File: config.mk
export PLATFORM = sky130hd
export DESIGN_NAME = seal_ctrl
export DESIGN_NICKNAME = d
export VERILOG_FILES = /design/src/core/seal_ctrl_pkg.sv /design/src/core/tick_if.sv /design/src/core/ms_timebase.sv /design/src/core/seal_ctrl.sv
export VERILOG_INCLUDE_DIRS = /design/src /design/src/core
export SDC_FILE = /design/constraint.sdc
export NUM_CORES = 1
export LEC_CHECK = 0
export BUFFER_PORTS_ARGS = -buffer_cell sky130_fd_sc_hd__buf_2
export CORE_MARGIN = 2
export CORE_UTILIZATION = 45
export CTS_CLUSTER_DIAMETER = 50
export DETAILED_ROUTE_END_ITERATION = 16
export PLACE_DENSITY = 0.69
export SYNTH_ARGS = -nofsm -noshare
export SYNTH_HDL_FRONTEND = slang
export SYNTH_HIERARCHICAL = 1
export SYNTH_SLANG_ARGS = --single-unit
File: constraint.sdc
create_clock -name clk_i -period 3 [get_ports clk_i]
set_clock_uncertainty 0.1 [all_clocks]
set_input_delay 0.3 -clock clk_i [delete_from_list [all_inputs] [get_ports clk_i]]
set_output_delay 0.3 -clock clk_i [all_outputs]
set_load 0.03 [all_outputs]
File: src/core/seal_ctrl_map.svh
// register map, field positions, reset values and timing constants
`ifndef SEAL_CTRL_MAP_SVH
`define SEAL_CTRL_MAP_SVH
`define REG_CTRL 4'h0
`define REG_SETPT 4'h1
`define REG_ACTUAL 4'h2
`define REG_FAULT 4'h3
`define REG_STATUS 4'h4
`define REG_CALCNT 4'h5
`define REG_LINE 4'h6
`define CTRL_MEASURE_BIT 0
`define CTRL_RESULT_OK_BIT 1
`define CTRL_RESULT_ERR_BIT 2
`define SETPT_RESET 9'h0C8
`define SETPT_MAX 9'h12C
`define SETPT_MIN_HEAT 9'h028
`define CAL_TEMP 9'h014
`define CAL_START 4'hD
`define POWERUP_MS 2000
`define KEY_HOLD_MS 2000
`define CAL_STEP_MS 1000
`define FLASH_MS 500
`define FREQ_MIN_HZ 47
`define FREQ_MAX_HZ 63
`define CLK_HZ 25000000
// err bits: 0=101..103 1=104..106 2=107/108 3=201..203 4=211
//           5=304 6=308 7=801 8=9xx
`define ERR_MEAS 0
`define ERR_CFG 1
`define ERR_STEP 2
`define ERR_FREQ 3
`define ERR_DATA 4
`define ERR_RISE 5
`define ERR_WIN 6
`define ERR_INT 7
`define ERR_DEV 8
`define ERR_W 9
`define BLOCK_FIRST 9'h189
`define BLOCK_LATER 9'h1E8
`endif

File: src/core/seal_ctrl_pkg.sv
// types shared by the supervisory control block
package seal_ctrl_pkg;
  typedef enum logic [2:0] {
    DISP_POWERUP,
    DISP_HOME,
    DISP_SETTING,
    DISP_ALARM,
    DISP_CAL_COUNT,
    DISP_CAL_STARS
  } disp_mode_t;
  typedef enum logic [1:0] {
    MODE_POWERUP,
    MODE_RUN,
    MODE_CAL
  } mode_t;
endpackage : seal_ctrl_pkg

File: src/core/tick_if.sv
// millisecond tick carried from the timebase to the controller
`timescale 1ns/1ps
interface tick_if;
  logic ms_tick;
  modport src (output ms_tick);
  modport dst (input ms_tick);
endinterface : tick_if

File: src/core/ms_timebase.sv
// millisecond tick divider
`timescale 1ns/1ps
`include "seal_ctrl_map.svh"
module ms_timebase #(
  parameter int CLK_HZ = `CLK_HZ
) (
  input wire logic clk_i,
  input wire logic rst_i,
  input wire logic ce_i,
  tick_if.src tick
);
  localparam int DIV = CLK_HZ / 1000;
  typedef struct packed {
    logic [15:0] cnt;
    logic tick;
  } tb_state_t;
  tb_state_t st_ff;
  tb_state_t nxt_st;
  always_comb begin
    nxt_st = st_ff;
    nxt_st.tick = 1'b0;
    if (st_ff.cnt == 16'(DIV - 1)) begin
      nxt_st.cnt = 16'h0000;
      nxt_st.tick = 1'b1;
    end else begin
      nxt_st.cnt = st_ff.cnt + 16'h0001;
    end
  end
  always_ff @(posedge clk_i) begin
    if (rst_i) begin
      st_ff <= '0;
    end else if (ce_i) begin
      st_ff <= nxt_st;
    end
  end
  assign tick.ms_tick = st_ff.tick & ce_i;
endmodule : ms_timebase

File: src/core/seal_ctrl.sv
// heatsealing supervisory control: display, set point, zero calibration
//
// Behaviour
// - line frequency 47..63 Hz accepted automatically
// - power-up message about two seconds
// - successful calibration reports 20 degrees
// - failed calibration raises configuration error alarm
// - home display shows set and actual
// - faults shown as alarm immediately, except during the power-up message
// - up/down keys change set point immediately
// - set point clamped to 300 degrees
// - no heating if set point not above 40
// - calibration needs key held over two seconds
// - calibration run ten to fifteen seconds, unheated
// - display countdown 13 to 0 during calibration
// - fast cooling refuses calibration, flashing stars
// - calibration ignored while start asserted
// - before first good operation, early error set blocks
// - after good operation, later error set blocks
// - start enables regulation until released
// - start ignored during calibration run
//
// The implementer's own choices: the register addresses and register access over Wishbone.
`timescale 1ns/1ps
`include "seal_ctrl_map.svh"
module seal_ctrl
  import seal_ctrl_pkg::*;
#(
  parameter int CLK_HZ = `CLK_HZ,
  parameter int POWERUP_MS = `POWERUP_MS,
  parameter int KEY_HOLD_MS = `KEY_HOLD_MS,
  parameter int CAL_STEP_MS = `CAL_STEP_MS
) (
  input wire logic clk_i,
  input wire logic rst_i,
  input wire logic ce_i,
  // classic wishbone slave
  input wire logic cyc_i,
  input wire logic stb_i,
  input wire logic we_i,
  input wire logic [5:0] adr_i,
  input wire logic [3:0] sel_i,
  input wire logic [31:0] dat_i,
  output logic [31:0] dat_o,
  output logic ack_o,
  // front panel and machine
  input wire logic key_up_i,
  input wire logic key_down_i,
  input wire logic key_cal_i,
  input wire logic start_i,
  input wire logic cooling_fast_i,
  input wire logic [`ERR_W-1:0] fault_i,
  input wire logic [8:0] actual_temp_i,
  output logic heat_en_o,
  output logic cal_measure_o,
  output seal_ctrl_pkg::disp_mode_t disp_mode_o,
  output logic [3:0] disp_count_o,
  output logic [8:0] disp_actual_o,
  output logic [8:0] disp_set_o,
  output logic [`ERR_W-1:0] disp_err_o
);
  import seal_ctrl_pkg::*;

  // ==========================================================
  // timing
  localparam int HOLD_T = KEY_HOLD_MS;
  localparam int PWR_T = POWERUP_MS;
  localparam int STEP_T = CAL_STEP_MS;
  localparam int FLASH_T = `FLASH_MS;

  tick_if tk ();
  ms_timebase #(.CLK_HZ(CLK_HZ)) u_tb (
    .clk_i(clk_i),
    .rst_i(rst_i),
    .ce_i(ce_i),
    .tick(tk)
  );

  // ==========================================================
  // state
  typedef struct packed {
    mode_t mode;
    logic [8:0] setpt;
    logic [8:0] actual;
    logic [8:0] zero_ofs;
    logic [15:0] ms_cnt;
    logic [15:0] hold_cnt;
    logic hold_done;
    logic [3:0] cal_cnt;
    logic stars;
    logic [15:0] flash_cnt;
    logic flash;
    logic good_op;
    logic cal_fail;
    logic measure;
    logic up_q;
    logic down_q;
    logic ack;
    logic [31:0] rdata;
    logic [15:0] line_hz;
  } st_t;
  st_t st_ff;
  st_t nxt_st;

  logic [`ERR_W-1:0] faults;
  logic cal_block;
  logic wb_req;
  logic wb_wr;
  logic res_ok;
  logic res_err;
  logic freq_ok;

  always_comb begin
    faults = fault_i;
    faults[`ERR_CFG] = fault_i[`ERR_CFG] | st_ff.cal_fail;
    // error class gating switches after first good operation
    if (st_ff.good_op) begin
      cal_block = |(faults & `BLOCK_LATER);
    end else begin
      cal_block = |(faults & `BLOCK_FIRST);
    end
    wb_req = cyc_i & stb_i & ~st_ff.ack;
    wb_wr = wb_req & we_i;
    res_ok = wb_wr & (adr_i[5:2] == `REG_CTRL) & sel_i[0]
      & dat_i[`CTRL_RESULT_OK_BIT];
    res_err = wb_wr & (adr_i[5:2] == `REG_CTRL) & sel_i[0]
      & dat_i[`CTRL_RESULT_ERR_BIT];
    // frequency is measured outside and written in; just range check
    freq_ok = (st_ff.line_hz >= 16'(`FREQ_MIN_HZ))
      & (st_ff.line_hz <= 16'(`FREQ_MAX_HZ));
  end

  // ==========================================================
  // next state
  always_comb begin
    nxt_st = st_ff;
    nxt_st.up_q = key_up_i;
    nxt_st.down_q = key_down_i;
    nxt_st.ack = wb_req;
    // trimmed reading; wraps if the band reads below its zero point
    nxt_st.actual = actual_temp_i + st_ff.zero_ofs;

    // flashing phase for the refusal stars
    if (tk.ms_tick) begin
      if (st_ff.flash_cnt == 16'(FLASH_T - 1)) begin
        nxt_st.flash_cnt = 16'h0000;
        nxt_st.flash = ~st_ff.flash;
      end else begin
        nxt_st.flash_cnt = st_ff.flash_cnt + 16'h0001;
      end
    end

    // set point keys act on press edge, in any mode
    if (key_up_i & ~st_ff.up_q) begin
      if (st_ff.setpt < `SETPT_MAX) begin
        nxt_st.setpt = st_ff.setpt + 9'h001;
      end
    end else if (key_down_i & ~st_ff.down_q) begin
      if (st_ff.setpt != 9'h000) begin
        nxt_st.setpt = st_ff.setpt - 9'h001;
      end
    end
    if (wb_wr & (adr_i[5:2] == `REG_SETPT) & sel_i[0]) begin
      nxt_st.setpt = (dat_i[8:0] > `SETPT_MAX) ? `SETPT_MAX
        : dat_i[8:0];
    end
    if (wb_wr & (adr_i[5:2] == `REG_LINE) & (&sel_i[1:0])) begin
      nxt_st.line_hz = dat_i[15:0];
    end

    // hold timer, restarted on any release
    if (!key_cal_i) begin
      nxt_st.hold_cnt = 16'h0000;
      nxt_st.hold_done = 1'b0;
      nxt_st.stars = 1'b0;
    end else if (tk.ms_tick & ~st_ff.hold_done) begin
      if (st_ff.hold_cnt == 16'(HOLD_T)) begin
        nxt_st.hold_done = 1'b1;
      end else begin
        nxt_st.hold_cnt = st_ff.hold_cnt + 16'h0001;
      end
    end

    unique case (st_ff.mode)
      MODE_POWERUP: begin
        if (tk.ms_tick) begin
          if (st_ff.ms_cnt == 16'(PWR_T - 1)) begin
            nxt_st.mode = MODE_RUN;
            nxt_st.ms_cnt = 16'h0000;
          end else begin
            nxt_st.ms_cnt = st_ff.ms_cnt + 16'h0001;
          end
        end
      end
      MODE_RUN: begin
        if (start_i & ~(|faults) & freq_ok) begin
          nxt_st.good_op = 1'b1;
        end
        // request fires once, as the hold passes the threshold
        if (key_cal_i & tk.ms_tick & ~st_ff.hold_done
            & (st_ff.hold_cnt == 16'(HOLD_T))) begin
          if (start_i) begin
            nxt_st.stars = 1'b0;
          end else if (cooling_fast_i) begin
            nxt_st.stars = 1'b1;
          end else if (!cal_block) begin
            nxt_st.mode = MODE_CAL;
            nxt_st.cal_cnt = `CAL_START;
            nxt_st.ms_cnt = 16'h0000;
            nxt_st.measure = 1'b1;
            nxt_st.cal_fail = 1'b0;
          end
        end
      end
      MODE_CAL: begin
        // about 13 s of countdown, no heating meanwhile
        if (tk.ms_tick) begin
          if (st_ff.ms_cnt == 16'(STEP_T - 1)) begin
            nxt_st.ms_cnt = 16'h0000;
            if (st_ff.cal_cnt != 4'h0) begin
              nxt_st.cal_cnt = st_ff.cal_cnt - 4'h1;
            end
          end else begin
            nxt_st.ms_cnt = st_ff.ms_cnt + 16'h0001;
          end
        end
        // measuring path reports its result at or after count zero
        if (st_ff.cal_cnt == 4'h0) begin
          if (res_err) begin
            nxt_st.cal_fail = 1'b1;
            nxt_st.mode = MODE_RUN;
            nxt_st.measure = 1'b0;
          end else if (res_ok) begin
            nxt_st.mode = MODE_RUN;
            nxt_st.measure = 1'b0;
          end
        end
      end
      default: nxt_st.mode = MODE_POWERUP;
    endcase
    // zero point reading forced to calibration temperature
    if (st_ff.mode == MODE_CAL && st_ff.cal_cnt == 4'h0 && res_ok) begin
      nxt_st.actual = `CAL_TEMP;
      nxt_st.zero_ofs = `CAL_TEMP - actual_temp_i;
    end

    // register read data
    nxt_st.rdata = 32'h0000_0000;
    unique case (adr_i[5:2])
      `REG_CTRL: nxt_st.rdata = {31'h0000_0000, st_ff.measure};
      `REG_SETPT: nxt_st.rdata = {23'h00_0000, st_ff.setpt};
      `REG_ACTUAL: nxt_st.rdata = {23'h00_0000, st_ff.actual};
      `REG_FAULT: nxt_st.rdata = {23'h00_0000, faults};
      `REG_STATUS: nxt_st.rdata = {25'h000_0000, st_ff.stars,
        st_ff.good_op, heat_en_o, st_ff.hold_done, st_ff.mode,
        freq_ok};
      `REG_CALCNT: nxt_st.rdata = {28'h000_0000, st_ff.cal_cnt};
      `REG_LINE: nxt_st.rdata = {16'h0000, st_ff.line_hz};
      default: nxt_st.rdata = 32'h0000_0000;
    endcase
  end

  always_ff @(posedge clk_i) begin
    if (rst_i) begin
      st_ff <= '0;
      st_ff.mode <= MODE_POWERUP;
      st_ff.setpt <= `SETPT_RESET;
    end else if (ce_i) begin
      st_ff <= nxt_st;
    end
  end

  // ==========================================================
  // outputs
  always_comb begin
    // start ignored while calibrating; needs set point above minimum
    heat_en_o = (st_ff.mode == MODE_RUN) & start_i
      & (st_ff.setpt > `SETPT_MIN_HEAT)
      & ~(|faults) & freq_ok;
    cal_measure_o = st_ff.measure;
    // alarm outranks everything except the power-up message
    if (st_ff.mode == MODE_POWERUP) begin
      disp_mode_o = DISP_POWERUP;
    end else if (|faults) begin
      disp_mode_o = DISP_ALARM;
    end else if (st_ff.mode == MODE_CAL) begin
      disp_mode_o = DISP_CAL_COUNT;
    end else if (st_ff.stars & st_ff.flash) begin
      disp_mode_o = DISP_CAL_STARS;
    end else if (key_up_i | key_down_i) begin
      disp_mode_o = DISP_SETTING;
    end else begin
      disp_mode_o = DISP_HOME;
    end
  end

  assign disp_count_o = st_ff.cal_cnt;
  assign disp_actual_o = st_ff.actual;
  assign disp_set_o = st_ff.setpt;
  assign disp_err_o = faults;
  assign dat_o = st_ff.rdata;
  assign ack_o = st_ff.ack;
endmodule : seal_ctrl

# Word-level counts from Yosys, hierarchy flattened
# Index checks and enable logic that the tools add are counted.
[totals]
ff_bits = 155
inputBits = 71
[op_classes]
n_addsub = 9
magnitude_cmp = 5
eq_ne = 29
muxes = 61
n_bitwise = 34
n_reduce_logical = 28
[op_table]
columns = ["op", "count"]
rows = [
  ["two-way mux 16 bit", 11],
  ["one-hot mux 16 bit (7 select lines)", 1],
  ["adder 16 x 1 -> 16 bit (second input constant)", 4],
  ["two-way mux 9 bit", 6],
  ["one-hot mux 16 bit (3 select lines)", 1],
  ["two-way mux 17 bit", 2],
  ["== test 16 x 11 -> 1 bit (second input constant)", 2],
  ["two-way mux 2 bit", 15],
  ["bitwise AND 1 bit", 26],
  ["two-way mux 4 bit", 6],
  ["!= test 2 bit (second input constant)", 12],
  ["AND reduction 8 bit", 3],
  ["two-way mux 18 bit", 1],
  ["AND reduction 9 bit", 2],
  ["== test 16 x 10 -> 1 bit (second input constant)", 1],
  ["== test 16 x 15 -> 1 bit (second input constant)", 1],
  ["== test 16 x 9 -> 1 bit (second input constant)", 1],
  [">= comparator 16 x 6 -> 1 bit (second input constant)", 1],
  ["<= comparator 16 x 6 -> 1 bit (second input constant)", 1],
  ["== test 4 x 3 -> 1 bit (second input constant)", 3],
  ["two-way mux 3 bit", 4],
  ["AND reduction 3 bit", 4],
  ["two-way mux 1 bit", 10],
  ["adder 9 x 1 -> 9 bit (second input constant)", 1],
  ["32 further kinds", 47],
]

# Logic depth before layout (Yosys ltp)
[depth]
word_depth = 10
mapped_depth = 10
depth_no_buf = 9

# By module
# The synthesis kept the hierarchy.
[modules_own_cells]
columns = ["mod", "instances", "cells_each", "area_per_inst_um2", "seq_area_each_um2"]
rows = [
  ["seal_ctrl", 1, 876, 7119.3, 2442.3],
  ["ms_timebase", 1, 88, 775.7, 340.3],
]

# Worst setup path after synthesis
# Ideal clock, no wire load.
[synth_path]
path_type = "register to register"
start = "register st_ff[89] (netlist bit)"
end = "register st_ff[100] (netlist bit)"
arrival_time_ns = 2.443
t_required_ns = 2.783
slack_ns = 0.340
path_stages_with_launch = 8
path_cell_list = "dfxtp_1 > or4_1 > or4_1 > o31ai_4 > nand2_1 > o21ai_2 > buf_2 > nor2_1"
[synth_via]
elab_chain_len = 4
[synth_rtl]
columns = ["element", "line", "source"]
rows = [
  ["from (decl)", "seal_ctrl.sv:102", "st_t st_ff;"],
  ["from (signal assigned)", "seal_ctrl.sv:269", "st_ff <= nxt_st;"],
  ["== test 16 x 11 -> 1 bit", "seal_ctrl.sv:201", "& (st_ff.hold_cnt == 16'(HOLD_T))) begin"],
  ["bitwise AND 1 bit", "seal_ctrl.sv:201", ""],
  ["!= test 2 bit (no source line)", "-", ""],
  ["AND reduction 8 bit (no source line)", "-", ""],
]
# No other way between the ends.
# A chain may end at the register's enable or synchronous reset.

# Worst setup path after layout
[layout_path]
start = "register st_ff[89] (netlist bit)"
end = "register st_ff[101] (netlist bit)"
# The elaborated chain is that of the path after synthesis.

==> impl_metrics.csv <==
group,metric,value,unit
outcome,status,"complete, no violations",
timing,finalSetupViolations,0,
setup_path,worstPathRequired,3250,ps
synthesis,synth.distinct_cells,68,
grt,grt_usage,0.220,
power_and_ir_drop,vdd_ir_drop_max,414,µV
setup_path,cp.arrival,3190,ps
route,wl_per_cell,15.8,µm
power_and_ir_drop,p_int,3.44,mW
placement,portBuffers,103,
power_and_ir_drop,power_density,521,nW/µm²
power_and_ir_drop,p_leak,3.53,nW
job,cap_violations,0,
clock_tree,cts_tree,"yes",
synthesis,yosys_most_used_dff,"dfxtp_1",
timing,timing.final.max_slew_violations,0,
layout,area_delta_synth_final,13.9,%
route,routed_wl,20.2,mm
setup_path,cp_max_fo,7,
grt,grt_pass1_vias,6251,
power_and_ir_drop,swShare,0.267,
layout,fillCellCount,1609,
route,vias,6997,
clock_tree,worstSkewPairLatency,420,ps
power_and_ir_drop,p_switching,1.25,mW
setup_path,cp_common_cell,"or4_1",
power_and_ir_drop,p_seq_frac,0.411,
setup_path,path_cells,"or4_1, or4_1, o31ai_4, nand3_1, or3_1, a21oi_1",
grt,grt_max_degree,52,
die,ioPinCount,140,
synthesis,yosysTopAreaCell,"dfxtp_1",
setup_path,crit_path_end_kind,"register",
layout,multi_input_area,4450,µm²
setup_path,path_class,"register to register",
synthesis,synth_top_area_frac,0.352,
route,ant_nets,0,
placement,gp_congestion,0.893,
synthesis,synth_common_cells,"dfxtp_1 (139), nor2_1 (136), nand2_1 (85)",
grt,overflow,0,
setup_path,critical_path.slowest_cell,"or4_1",
timing,hold_viol_final,0,
synthesis,ys_seq_area_frac,0.352,
setup_path,path_delay_family,"simple AND/OR/NAND/NOR gates",
layout,drive_above_1_share,0.165,
route,vias_per_cell,5.50,
route,drtIter0Drc,590,
synthesis,syn_area_per_cell,8.19,µm²
worst_hold_path,hp-class,"input port to register",
timing,slew_headroom,0.234,
synthesis,synth-async-reset-ratio,0,
synthesis,yosysMostFrequentCell,"dfxtp_1",
timing,setup-tns-final,0,ps
synthesis,syn_area,7900,µm²
layout,fin_area,8990,µm²
setup_path,worst-path-buf-inv,0,
die,core_area,17200,µm²
clock_tree,numCtsBuffers,17,
grt,grt_pass1_wl,32.2,mm
clock_tree,clock_path_buffers,2,
die,start_util,0.458,
power_and_ir_drop,p_clk_frac,0.471,
timing,min_period_over_period,0.979,
layout,finalNetCount,1136,
synthesis,synth-seq-cells,139,
clock_tree,hold_buffers,0,
grt,grt_antenna_before_repair,0,
setup_path,critPathLaunchType,"register",
layout,antenna_cells,0,
synthesis,synthCells,964,
route,detail_route.drc_violations,0,
synthesis,netlist_top_cells_area,"dfxtp_1 (35%), nor2_1 (6.5%), buf_4 (5.9%), ha_1 (4.4%), xor2_1 (4.4%)",
synthesis,synth_edf_count,0,
die,fp.dieH,136,µm
placement,dp_hpwl,14.7,mm
setup_path,slowest_delay,640,ps
placement,placed_cell_area,8340,µm²
clock_tree,clk_pin_slew_worst_paths,60,ps
clock_tree,clock-sinks,139,
synthesis,yosys_warnings,6,
power_and_ir_drop,power_frac_comb,0.118,
clock_tree,cts_root_buffer,"clkbuf_16",
timing,worst_pin_slew,1140,ps
timing,fmax,340,MHz
die,die_area,18600,µm²
die,num_rows,48,
timing,min_period,2940,ps
layout,regArea,2780,µm²
route,drt-pass1-iter-count,7,
die,die_w,136,µm
clock_tree,cts_htree_levels,4,
[cell type report]
type | count | area share
Clock buffer | 20 | 0.0508
Clock inverter | 12 | 0.0181
Inverter | 30 | 0.0125
Multi-Input combinational cell | 715 | 0.495
Sequential cell | 139 | 0.309
Tap cell | 225 | 0.0313
Timing Repair Buffer | 132 | 0.0829
[power by group through the flow]
stage,Clock [mW],Sequential (mW),Combinational [mW]
after CTS,2.24,1.93,0.549
after global placement,0,1.97,0.539
after floorplan,0,1.95,0.443
after detailed placement,0,1.97,0.545
after global routing,2.32,1.93,0.602
final,2.21,1.93,0.554
[worst paths after layout]
kind	from	end	slack (ps)	cells after the start
hold / removal	dat_i[14]	st_ff[14]	20	3
setup reg to reg	st_ff[89]	st_ff[101]	60	6
setup / recovery	st_ff[89]	st_ff[101]	60	6
hold reg to reg	dat_o[2]	dat_o[2]	370	2
[sequential cells by signal (all words and copies together), names as in the netlist]
register and cells:
st_ff 82, disp_count_o 4, disp_actual_o 9, u_tb/st_ff 17
ack_o 1, cal_measure_o 1, dat_o 16, disp_set_o 9
[cell families after synthesis]
| family | after synthesis | synth area share |
|---|---|---|
| compound gates | 176 | 0.150 |
| xor+xnor | 75 | 0.0832 |
| fa+ha+maj | 30 | 0.0494 |
| buf+inv | 125 | 0.0918 |
| flops | 139 | 0.352 |
| mux | 24 | 0.0306 |
| other cells | 1 | 0.000475 |
| simple gates | 394 | 0.242 |
[stage by stage]
step           utilization  power [mW]  worst slack (ps)  instances  hold WS [ps]
3_5_place_dp         0.484        2.51              98.2       1237           361
3_3_place_gp         0.484        2.51               168       1237           357
5_1_grt              0.522        4.86             -6.49       1273          32.0
4_1_cts              0.520        4.71              93.5       1269          10.5
2_1_floorplan            -        2.39               340        979           272
6_report             0.522        4.69              62.0       1273          16.9
[cells in the final DEF, fill, tap and decap left out, types with 16 or more instances in the layout]
cell type | netlist | routed
a21oi_1 | 53 | 53
a22oi_1 | 24 | 24
buf_2 | 3 | 103
buf_4 | 62 | 28
clkbuf_16 | 0 | 17
conb_1 | 1 | 16
dfxtp_1 | 139 | 139
ha_1 | 28 | 28
inv_1 | 29 | 29
mux2i_1 | 23 | 23
nand2_1 | 85 | 85
nand3_1 | 32 | 32
nand4_1 | 24 | 24
nor2_1 | 136 | 136
nor3_1 | 22 | 22
o21ai_0 | 19 | 19
xnor2_1 | 35 | 35
xor2_1 | 40 | 40
[what timing repair did]
item,in CTS,in global routing
hold endpoints to repair,0,0
setup buffers,0,4
gates resized for setup,0,0
endpoints found under the setup margin,0,4
[worst register-to-register path: stages, from the launching register on]
cell and delay [ps]:
dfxtp_1 330, or4_1 570, or4_1 640, o31ai_4 420, nand3_1 290, or3_1 370
a21oi_1 150
[routing by layer]
layer,wire length (µm),share of wire,global-route usage,vias up
met2,8630,0.43,0.328,234
met3,1650,0.082,0.0675,27
li1,-,-,-,3486
met1,9560,0.47,0.307,3250
met4,325,0.016,0.0631,0
met5,0,0,0,-
(Power assumes the default switching activity.)
